--- src/uze_defines.svh ---
`ifndef UZE_DEFINES_SVH
`define UZE_DEFINES_SVH

// Register map of the endpoint, reached over the link
`define UZE_CSR_ADDR 32'h15200160
`define UZE_MAXP_ADDR 32'h15200164
`define UZE_COUNT_ADDR 32'h15200168
`define UZE_FIFO_ADDR 32'h1520016C
`define UZE_PEND_ADDR 32'h15200170
`define UZE_MASK_ADDR 32'h15200174
`define UZE_REG_BASE 32'h15200160

// Control/status bit positions
`define UZE_BIT_SVC_SETUP 7
`define UZE_BIT_SVC_RX 6
`define UZE_BIT_STALL 5
`define UZE_BIT_SETUP_END 4
`define UZE_BIT_DATA_END 3
`define UZE_BIT_SENT_STALL 2
`define UZE_BIT_TX_READY 1
`define UZE_BIT_RX_READY 0

// Endpoint FIFO and packet sizes
`define UZE_FIFO_WORDS 16
`define UZE_FIFO_FULL 5'h10
`define UZE_MAXP_CODE_0 2'h0
`define UZE_MAXP_CODE_8 2'h1
`define UZE_MAXP_CODE_16 2'h2
`define UZE_MAXP_BYTES_8 5'h08
`define UZE_MAXP_BYTES_16 5'h10
`define UZE_MAXP_RESET 2'h1
`define UZE_MASK_RESET 1'h1

// Controller registers on the Avalon side (byte offsets)
`define UZE_AVS_CMD 4'h0
`define UZE_AVS_WDATA 4'h4
`define UZE_AVS_RDATA 4'h8
`define UZE_AVS_STATUS 4'hC

// Controller command encoding
`define UZE_CMD_OP 2:0
`define UZE_CMD_IDX 10:8
`define UZE_OP_WRITE 3'h1
`define UZE_OP_READ 3'h2
`define UZE_OP_FINISH_TX 3'h3
`define UZE_OP_FINISH_RX 3'h4
`define UZE_OP_REJECT 3'h5
`define UZE_OP_SVC_SETUP 3'h6
`define UZE_OP_SEND_TX 3'h7
`endif

--- src/uze_pkg.sv ---
`include "uze_defines.svh"
package uze_pkg;
   typedef struct packed {
      logic setup_end;
      logic stall;
      logic data_end;
      logic sent_stall;
      logic tx_ready;
      logic rx_ready;
      logic [1:0] max_code;
      logic [4:0] rx_count;
      logic [`UZE_FIFO_WORDS-1:0][7:0] mem;
      logic [3:0] wr_ptr;
      logic [3:0] rd_ptr;
      logic [4:0] level;
      logic pending;
      logic mask;
      logic [31:0] rdata;
      logic rsp_valid;
      logic [7:0] tx_byte;
   } uze_dev_state_type;

   typedef enum logic [1:0] {
      UZE_IDLE = 2'h1,
      UZE_WAIT = 2'h2
   } uze_ctl_phase_type;

   typedef struct packed {
      uze_ctl_phase_type phase;
      logic req_write;
      logic req_read;
      logic [31:0] req_addr;
      logic [31:0] req_wdata;
      logic [31:0] wdata;
      logic [31:0] rdata;
      logic [31:0] readdata;
      logic rd_ack;
   } uze_ctl_state_type;
endpackage : uze_pkg
--- src/uze_link_if.sv ---
interface uze_link_if;
   logic req_write;
   logic req_read;
   logic [31:0] req_addr;
   logic [31:0] req_wdata;
   logic rsp_valid;
   logic [31:0] rsp_rdata;
   logic irq;

   modport device_end (input req_write, input req_read, input req_addr, input req_wdata,
                       output rsp_valid, output rsp_rdata, output irq);
   modport cpu_end (output req_write, output req_read, output req_addr, output req_wdata,
                    input rsp_valid, input rsp_rdata, input irq);
endinterface : uze_link_if

--- src/uze_endpoint.sv ---
// Local design decision: the link interface to the registers.
`include "uze_defines.svh"
module uze_endpoint (
   input wire logic MCLK,                 // System clock
   input wire logic RESET_N,              // Asynchronous reset, active low
   uze_link_if.device_end LINK,           // Register access from the processor side
   input wire logic USB_RX_VALID,         // Received byte strobe from the serial engine
   input wire logic [7:0] USB_RX_DATA,    // Received byte
   input wire logic USB_RX_PACKET_GOOD,   // Received packet ended with good checks
   input wire logic USB_TX_POP,           // Serial engine takes the next byte
   output logic [7:0] USB_TX_DATA,        // Byte taken by the previous pop
   input wire logic USB_TX_PACKET_ACKED,  // Host acknowledged the sent packet
   input wire logic USB_TRANSFER_END,     // Control transfer finished or was cut short
   input wire logic USB_PROTOCOL_ERROR,   // Transaction aborted by a protocol violation
   output logic USB_STALL,                // Answer the control transfer with STALL
   output logic USB_TX_READY,             // A packet waits in the FIFO for the host
   output logic USB_RX_READY,             // Received packet not yet serviced
   output logic [4:0] USB_FIFO_LEVEL,     // Bytes held in the FIFO
   output logic [4:0] USB_MAX_PACKET      // Packet size in bytes
);
   uze_pkg::uze_dev_state_type s;
   uze_pkg::uze_dev_state_type next_s;

   logic hit_csr, hit_maxp, hit_count, hit_fifo, hit_pend, hit_mask;
   logic setup_evt, end_evt, irq_evt, fifo_open;
   logic push, pop, push_usb, pop_usb, pop_cpu;
   logic [7:0] push_data;
   logic [31:0] wd;

   always_comb begin
      next_s = s;
      next_s.rsp_valid = 1'b0;
      wd = LINK.req_wdata;
      hit_csr = LINK.req_addr == `UZE_CSR_ADDR;
      hit_maxp = LINK.req_addr == `UZE_MAXP_ADDR;
      hit_count = LINK.req_addr == `UZE_COUNT_ADDR;
      hit_fifo = LINK.req_addr == `UZE_FIFO_ADDR;
      hit_pend = LINK.req_addr == `UZE_PEND_ADDR;
      hit_mask = LINK.req_addr == `UZE_MASK_ADDR;
      setup_evt = USB_TRANSFER_END && !s.data_end;
      end_evt = USB_TRANSFER_END && s.data_end;
      irq_evt = 1'b0;
      fifo_open = !s.setup_end;

      // Processor writes first, so that engine events below win over clears
      if (LINK.req_write) begin
         next_s.rsp_valid = 1'b1;
         if (hit_csr) begin
            if (wd[`UZE_BIT_SVC_SETUP]) next_s.setup_end = 1'b0;
            if (wd[`UZE_BIT_SVC_RX]) begin
               next_s.rx_ready = 1'b0;
               next_s.rx_count = 5'h00;
            end
            next_s.stall = wd[`UZE_BIT_STALL];
            if (wd[`UZE_BIT_DATA_END]) next_s.data_end = 1'b1;
            if (!wd[`UZE_BIT_SENT_STALL]) next_s.sent_stall = 1'b0;
            if (wd[`UZE_BIT_TX_READY]) next_s.tx_ready = 1'b1;
         end
         if (hit_maxp) next_s.max_code = wd[1:0];
         if (hit_count) next_s.rx_count = wd[4:0];
         if (hit_mask) next_s.mask = wd[0];
         if (hit_pend && wd[0]) next_s.pending = 1'b0;
      end

      // FIFO: one push and one pop per cycle; the engine has priority
      push_usb = USB_RX_VALID && s.level != `UZE_FIFO_FULL;
      push = push_usb || (LINK.req_write && hit_fifo && fifo_open && !USB_RX_VALID
             && s.level != `UZE_FIFO_FULL);
      push_data = USB_RX_VALID ? USB_RX_DATA : wd[7:0];
      pop_usb = USB_TX_POP && s.level != 5'h00;
      pop_cpu = LINK.req_read && hit_fifo && fifo_open && !USB_TX_POP && s.level != 5'h00;
      pop = pop_usb || pop_cpu;
      if (push) begin
         next_s.mem[s.wr_ptr] = push_data;
         next_s.wr_ptr = s.wr_ptr + 4'h1;
      end
      if (pop) next_s.rd_ptr = s.rd_ptr + 4'h1;
      if (pop_usb) next_s.tx_byte = s.mem[s.rd_ptr];
      next_s.level = s.level + {4'h0, push} - {4'h0, pop};
      if (push_usb) next_s.rx_count = s.rx_count + 5'h01;

      // Engine events
      if (USB_TX_PACKET_ACKED && s.tx_ready) begin
         next_s.tx_ready = 1'b0;
         irq_evt = 1'b1;
      end
      if (USB_RX_PACKET_GOOD) begin
         next_s.rx_ready = 1'b1;
         irq_evt = 1'b1;
      end
      if (USB_PROTOCOL_ERROR) begin
         next_s.sent_stall = 1'b1;
         irq_evt = 1'b1;
      end
      if (end_evt) begin
         next_s.data_end = 1'b0;
         next_s.stall = 1'b0;
         irq_evt = 1'b1;
      end
      if (setup_evt) begin
         next_s.setup_end = 1'b1;
         next_s.stall = 1'b0;
         next_s.wr_ptr = 4'h0;
         next_s.rd_ptr = 4'h0;
         next_s.level = 5'h00;
         irq_evt = 1'b1;
      end
      if (irq_evt) next_s.pending = 1'b1;

      // Read answers; reserved bits stay zero
      if (LINK.req_read) begin
         next_s.rsp_valid = 1'b1;
         next_s.rdata = 32'h00000000;
         if (hit_csr) next_s.rdata[7:0] = {2'h0, s.stall, s.setup_end, s.data_end,
                                           s.sent_stall, s.tx_ready, s.rx_ready};
         if (hit_maxp) next_s.rdata[1:0] = s.max_code;
         if (hit_count) next_s.rdata[4:0] = s.rx_count;
         if (pop_cpu) next_s.rdata[7:0] = s.mem[s.rd_ptr];
         if (hit_pend) next_s.rdata[0] = s.pending;
         if (hit_mask) next_s.rdata[0] = s.mask;
      end
   end

   always_ff @(posedge MCLK or negedge RESET_N) begin
      if (!RESET_N) begin
         s <= '0;
         s.max_code <= `UZE_MAXP_RESET;
         s.mask <= `UZE_MASK_RESET;
      end else begin
         s <= next_s;
      end
   end

   always_comb begin
      unique case (s.max_code)
         `UZE_MAXP_CODE_8: USB_MAX_PACKET = `UZE_MAXP_BYTES_8;
         `UZE_MAXP_CODE_16: USB_MAX_PACKET = `UZE_MAXP_BYTES_16;
         default: USB_MAX_PACKET = 5'h00;
      endcase
   end

   assign LINK.rsp_valid = s.rsp_valid;
   assign LINK.rsp_rdata = s.rdata;
   assign LINK.irq = s.pending && !s.mask;
   assign USB_TX_DATA = s.tx_byte;
   assign USB_STALL = s.stall;
   assign USB_TX_READY = s.tx_ready;
   assign USB_RX_READY = s.rx_ready;
   assign USB_FIFO_LEVEL = s.level;
endmodule : uze_endpoint

--- src/flat_wrapper.sv ---
// flat-port wrapper written by rule: the top's interface ports become plain ports
module uze_endpoint_flat 
  (MCLK, RESET_N, USB_RX_VALID, USB_RX_DATA, USB_RX_PACKET_GOOD, USB_TX_POP, USB_TX_DATA, USB_TX_PACKET_ACKED, USB_TRANSFER_END, USB_PROTOCOL_ERROR, USB_STALL, USB_TX_READY, USB_RX_READY, USB_FIFO_LEVEL, USB_MAX_PACKET, LINK_req_write, LINK_req_read, LINK_req_addr, LINK_req_wdata, LINK_rsp_valid, LINK_rsp_rdata, LINK_irq);
  uze_link_if LINK_i ();
  input wire logic MCLK;
  input wire logic RESET_N;
  input wire logic USB_RX_VALID;
  input wire logic [7:0] USB_RX_DATA;
  input wire logic USB_RX_PACKET_GOOD;
  input wire logic USB_TX_POP;
  output logic [7:0] USB_TX_DATA;
  input wire logic USB_TX_PACKET_ACKED;
  input wire logic USB_TRANSFER_END;
  input wire logic USB_PROTOCOL_ERROR;
  output logic USB_STALL;
  output logic USB_TX_READY;
  output logic USB_RX_READY;
  output logic [4:0] USB_FIFO_LEVEL;
  output logic [4:0] USB_MAX_PACKET;
  input wire logic [$bits(LINK_i.req_write)-1:0] LINK_req_write;
  input wire logic [$bits(LINK_i.req_read)-1:0] LINK_req_read;
  input wire logic [$bits(LINK_i.req_addr)-1:0] LINK_req_addr;
  input wire logic [$bits(LINK_i.req_wdata)-1:0] LINK_req_wdata;
  output wire logic [$bits(LINK_i.rsp_valid)-1:0] LINK_rsp_valid;
  output wire logic [$bits(LINK_i.rsp_rdata)-1:0] LINK_rsp_rdata;
  output wire logic [$bits(LINK_i.irq)-1:0] LINK_irq;
  assign LINK_i.req_write = LINK_req_write;
  assign LINK_i.req_read = LINK_req_read;
  assign LINK_i.req_addr = LINK_req_addr;
  assign LINK_i.req_wdata = LINK_req_wdata;
  assign LINK_rsp_valid = LINK_i.rsp_valid;
  assign LINK_rsp_rdata = LINK_i.rsp_rdata;
  assign LINK_irq = LINK_i.irq;
  uze_endpoint u_core (.MCLK(MCLK), .RESET_N(RESET_N), .LINK(LINK_i), .USB_RX_VALID(USB_RX_VALID), .USB_RX_DATA(USB_RX_DATA), .USB_RX_PACKET_GOOD(USB_RX_PACKET_GOOD), .USB_TX_POP(USB_TX_POP), .USB_TX_DATA(USB_TX_DATA), .USB_TX_PACKET_ACKED(USB_TX_PACKET_ACKED), .USB_TRANSFER_END(USB_TRANSFER_END), .USB_PROTOCOL_ERROR(USB_PROTOCOL_ERROR), .USB_STALL(USB_STALL), .USB_TX_READY(USB_TX_READY), .USB_RX_READY(USB_RX_READY), .USB_FIFO_LEVEL(USB_FIFO_LEVEL), .USB_MAX_PACKET(USB_MAX_PACKET));
endmodule
--- config.mk ---
export PLATFORM = sky130hd
export DESIGN_NAME = uze_endpoint_flat
export DESIGN_NICKNAME = d
export VERILOG_FILES = /design/src/uze_pkg.sv /design/src/uze_link_if.sv /design/src/uze_endpoint.sv /design/src/flat_wrapper.sv
export VERILOG_INCLUDE_DIRS = /design/src
export SDC_FILE = /design/constraint.sdc
export NUM_CORES = 1
export LEC_CHECK = 0
export BUFFER_PORTS_ARGS = -buffer_cell sky130_fd_sc_hd__clkbuf_2
export CORE_ASPECT_RATIO = 2
export CORE_MARGIN = 1
export CORE_UTILIZATION = 48
export DETAILED_ROUTE_END_ITERATION = 10
export GPL_TIMING_DRIVEN = 0
export PLACE_DENSITY_LB_ADDON = 0.1
export SYNTH_ARGS = -nofsm -noshare
export SYNTH_HDL_FRONTEND = slang
export SYNTH_SLANG_ARGS = --single-unit
--- constraint.sdc ---
create_clock -name MCLK -period 4.1 [get_ports MCLK]
set_input_delay 0.615 -clock MCLK [delete_from_list [all_inputs] [get_ports MCLK]]
set_output_delay 0.615 -clock MCLK [all_outputs]
set_load 0.01 [all_outputs]
Yosys cells after proc, flatten, opt, wreduce, memory -nomap -nowiden
Cells that the tools add are included.

storage, ports and cells
  input bits = 82
  logic and storage cells = 151
  output and inout bits = 55
  flip-flop bits (word level) = 173

operators by class
  $add $sub $neg = 5
  order comparisons = 3
  equal/unequal tests = 10
  muxes and demuxes = 44
  reductions and logical operators = 57

operators with widths
  cell                    number
  $eq A32 B29 Y1 const B  6
  $bwmux W128             1
  $reduce_bool A2 Y1      19
  $bmux W8 S4             1
  $demux W8 S4            1
  $mux W8                 4
  $mux W13                2
  $mux W5                 5
  $mux W1                 20
  $reduce_and A3 Y1       6
  $logic_and A1 B1 Y1     16
  $mux W6                 2
  $reduce_bool A3 Y1      4
  $lt A4 B5 Y1 const B    2
  $mux W2                 5
  $pmux W5 S2             1
  $add A4 B1 Y4 const B   2
  $mux W4                 2
  $reduce_and A2 Y1       4
  $add A5 B1 Y5           1
  $add A5 B1 Y5 const B   1
  $logic_not A1 Y1        5
  $ne A5 B5 Y1 const B    1
  $reduce_bool A5 Y1      1
  other kinds (6)         7

Longest topological paths before layout
  depth after elaboration = 9
  depth in mapped cells = 13
  depth with buffers taken out = 13

Worst setup path after synthesis
OpenSTA, ideal clock, no wires.

  path kind = input-to-reg
  start point = input LINK_req_addr[23]
  end point = register u_core.s (netlist bit u_core.USB_FIFO_LEVEL[4])
  data arrival time = 3168 ps
  stages on the path = 11
  library setup time = 78 ps
  path buffers = 0
  slack = 853 ps
  data required time = 4022 ps
  path through = nor4b_1 nand4_1 o31ai_2 ha_1 inv_1 ha_1 fa_1 a21oi_1 nor2_1 or3_1 a21oi_1

RTL lines
  item                  line                 RTL
  start, declared       flat_wrapper.sv:22   input wire logic [$bits(LINK_i.req_addr)-1:0] LINK_req_addr;
  end signal, assigned  uze_endpoint.sv:130  s <= next_s;
  end, declared         uze_endpoint.sv:21   uze_pkg::uze_dev_state_type s;

==> metrics.md <==
| Metric | Value |
|---|---|
| Root Buffer | clkbuf_16 |
| Area Overhead vs Synth | 16.2% |
| Worst reg-to-reg setup slack | 0.53 ns |
| CP Launch Type | input port |
| Crit path kind | in2reg |
| Initial Util | 49.3% |
| Fillers | between 1,500 and 2,000 |
| Final Critical Period | 3.69 ns |
| Synth Flop Type | dfrtp_1 |
| Hold Vio Cnt, Final | 0 |
| Final setup viols | 0 |
| Most frequent cells in the layout | dfrtp_1 (171), mux2_2 (139), clkbuf_2 (84) |
| DR pass1 iterations | 5 |
| H-tree Lvls | 4 |
| Area occupied by multi-input gates | about 0.0045 mm² |
| Placed insts | 1,090 |
| Placement Cell Area | 0.0102 mm² |
| Yosys cell types | 70 |
| Cell leakage power | 5.12 nW |
| Final GP Congestion | 0.932 |
| RSZ-0062 raised after global routing | false |
| Vias in the first global route | between 6,000 and 7,000 |
| Actual slew at the worst max-slew pin | between 0.8 and 0.9 ns |
| CTS Buf Count | 17 |
| Die Width | 101 µm |
| Maximum clock insertion buffer count | 2 |
| Post-synthesis async set-or-reset flop share | 100% |
| Crit path to | u_core.USB_FIFO_LEVEL[4]$_DFF_PN0_ |
| Max VDD drop | 0.325 mV |
| Worst path cell trace | clkbuf_2, nor4bb_1, nand4_1, o31ai_2, ha_1, inv_1, ha_1, fa_1, a21oi_1, nor2_1, or3_1, a21oi_1 |
| Status | finished clean |
| Syn Area/Cell | 12.9 µm² |
| Clock sink count | 173 |
| Vias | 6,288 |
| Highest clock rate | 0.271 GHz |
| Power per cell area | 509 mW/mm² |
| Most common cell after layout, fill and taps aside | dfrtp_1 |
| Initial antenna violation count | 0 |
| Wirelength per Cell | approximately 21 µm |
| Synthesized area | 0.00933 mm² |
| Storage element area | 0.00433 mm² |
| Sequential element share of the synthesized area | between 40% and 50% |
| Post-DR vias/cell | 5.61 |
| CTS Hold Bufs | 0 |
| CTS clk-pin slew, worst paths | 0.06 ns |
| Post-CTS Setup Bufs | 0 |
| Met2 wire length | ~13,000 µm |
| Arr. time, crit path | 4.04 ns |
| WP data required | approximately 4.5 ns |
| Initial drt markers | 274 |
| DRT antenna net count | 0 |
| Met3 Routed Length | 732 µm |
| Slew headroom | 40.9% |
| Clock skew | 0.0105 ns |
| Core Box Area | 0.0189 mm² |
| Synth warnings | 0 |
| R2R Path Start | u_core.USB_FIFO_LEVEL[2]$_DFF_PN0_ |
| Final period util | 90.0% |
| Metal-1 WL | 8640 µm |
| Hold Crit Class | in2async |
| Highest metal used | met4 |
| Total grt overflow | 0 |
| Flops & latches, synth | 173 |
| Antenna Cells | 0 |
| First-pass GRT wire length | ~37,000 µm |
| Final Max Slew Viols | 0 |
| Die Height | 199 µm |
| CTS tree | yes |
| Nets | 949 |
| Fin util | a little under three fifths |
| R2R cell count | 13 |
| Largest net degree at the start of global routing | 91 |
| Worst Setup SP | LINK_req_addr[20] |
| Max-Cap Viols | 0 |
| HPWL after detailed placement | 18,000 µm |
| Die area | 0.0200 mm² |
| Critical Path Slowest Stage Cell | o31ai_2 |
| Final WL | 23,500 µm |
| Port Buffers | 84 |
| Post-CTS sizing | 0 |
| I/O Pins | approximately 140 |
| Crit path max fanout | 7 |
| Crit-path max cell delay | 0.91 ns |
| Clk Latency, worst-skew pair | 0.43 ns |
| Post-route cell area | roughly 0.011 mm² |
| Crit. End Element | flop |
| Number of flops mapped to enable cells by yosys | 0 |
| Gr usage total | 25.0% |
| DRC | 0 |
| Final cell count without fillers | 1,121 |
| Share of post-route cells with drive strength above 1 | 44.1% |
| Reg2reg end | u_core.USB_FIFO_LEVEL[4]$_DFF_PN0_ |
| Mapped Cells | 724 |
| Row count | 71 |
-- per-stage QoR --
step,power [mW],setup WS [ns],hold WS [ns],setup TNS (ns)
6_report,5.52,0.409,0.197,0
5_1_grt,5.80,0.218,0.257,0
4_1_cts,5.57,0.432,0.251,0
3_5_place_dp,3.80,-0.00513,0.472,-0.00513
3_3_place_gp,3.73,-0.545,0.461,-88.85
2_1_floorplan,3.31,0.853,0.319,0
-- worst max-delay path: cells and delay by family --
kind                     cells  cell delay [ns]
AO/OA/AOI/OAI                3             1.22
adder cells (fa/ha/maj)      3             0.83
buffers and inverters        2             0.12
AND/OR/NAND/NOR              4             1.25
-- registers in the layout, indices dropped and copies added, names as in the netlist --
signal,count
u_core.USB_TX_READY,1
u_core.LINK.rsp_rdata,8
u_core.s,148
u_core.USB_TX_DATA,8
u_core.USB_RX_READY,1
u_core.USB_FIFO_LEVEL,5
u_core.LINK.rsp_valid,1
u_core.USB_STALL,1
-- cells in the mapped netlist, drive strengths merged (14+ instances only) --
cell type	number	area, µm²
a31oi	20	313
buf	61	477
clkbuf	24	91.3
dfrtp	171	4280
inv	17	63.8
mux2	147	1690
mux2i	24	240
mux4	25	563
nand2	25	93.8
nand3	14	70.1
nor2	34	128
-- cell type report --
type | count | area share, %
Clock buffer | 20 | 4.12
Tap cell | 255 | 2.94
Timing Repair Buffer | 85 | 4.21
Clock inverter | 11 | 1.75
Multi-Input combinational cell | 474 | 41.1
Inverter | 17 | 0.589
Sequential cell | 173 | 40.0
Buffer | 86 | 5.33
-- worst min-delay path by stage --
| stage | from | depth (start not counted) | slack [ns] | endpoint |
|---|---|---|---|---|
| global placement | u_core.USB_TX_DATA[1]$_DFFE_PN0P_ | 1 | 0.46 | u_core.USB_TX_DATA[1]$_DFFE_PN0P_ |
| finish | RESET_N | 1 | 0.20 | u_core.USB_FIFO_LEVEL[1]$_DFF_PN0_ |
| CTS | RESET_N | 1 | 0.25 | u_core.USB_FIFO_LEVEL[1]$_DFF_PN0_ |
| floorplan | RESET_N | 0 | 0.32 | u_core.LINK.rsp_rdata[0]$_DFFE_PN0P_ |
| detailed placement | u_core.USB_TX_DATA[1]$_DFFE_PN0P_ | 1 | 0.47 | u_core.USB_TX_DATA[1]$_DFFE_PN0P_ |
| global route | RESET_N | 1 | 0.26 | u_core.USB_FIFO_LEVEL[1]$_DFF_PN0_ |
-- power by group --
| part | total, mW | switching [mW] | leakage [nW] | internal (mW) |
|---|---|---|---|---|
| combinational | 1.58 | 0.765 | 2.52 | 0.819 |
| sequential | 2.18 | 0.181 | 2.29 | 2.00 |
| clock | 1.76 | 0.663 | 0.310 | 1.09 |
-- kinds of logic (layout without fill, tap and decap cells) --
group,Yosys count,in the layout,synth area share (%)
buf+inv,103,219,6.88
compound gates,95,95,9.35
other cells,1,27,0.0402
fa+ha+maj,13,13,1.82
flops,173,173,46.4
mux,196,196,26.7
xor+xnor,5,5,0.470
simple gates,138,138,8.32
-- routing by layer --
layer  up-vias  GRT usage [%]
met3        47           4.41
met4         0           11.2
li1       2869              -
met1      3168           26.4
met5         -              0
met2       204           47.4
Note: power is estimated with default switching activity, not from simulation.
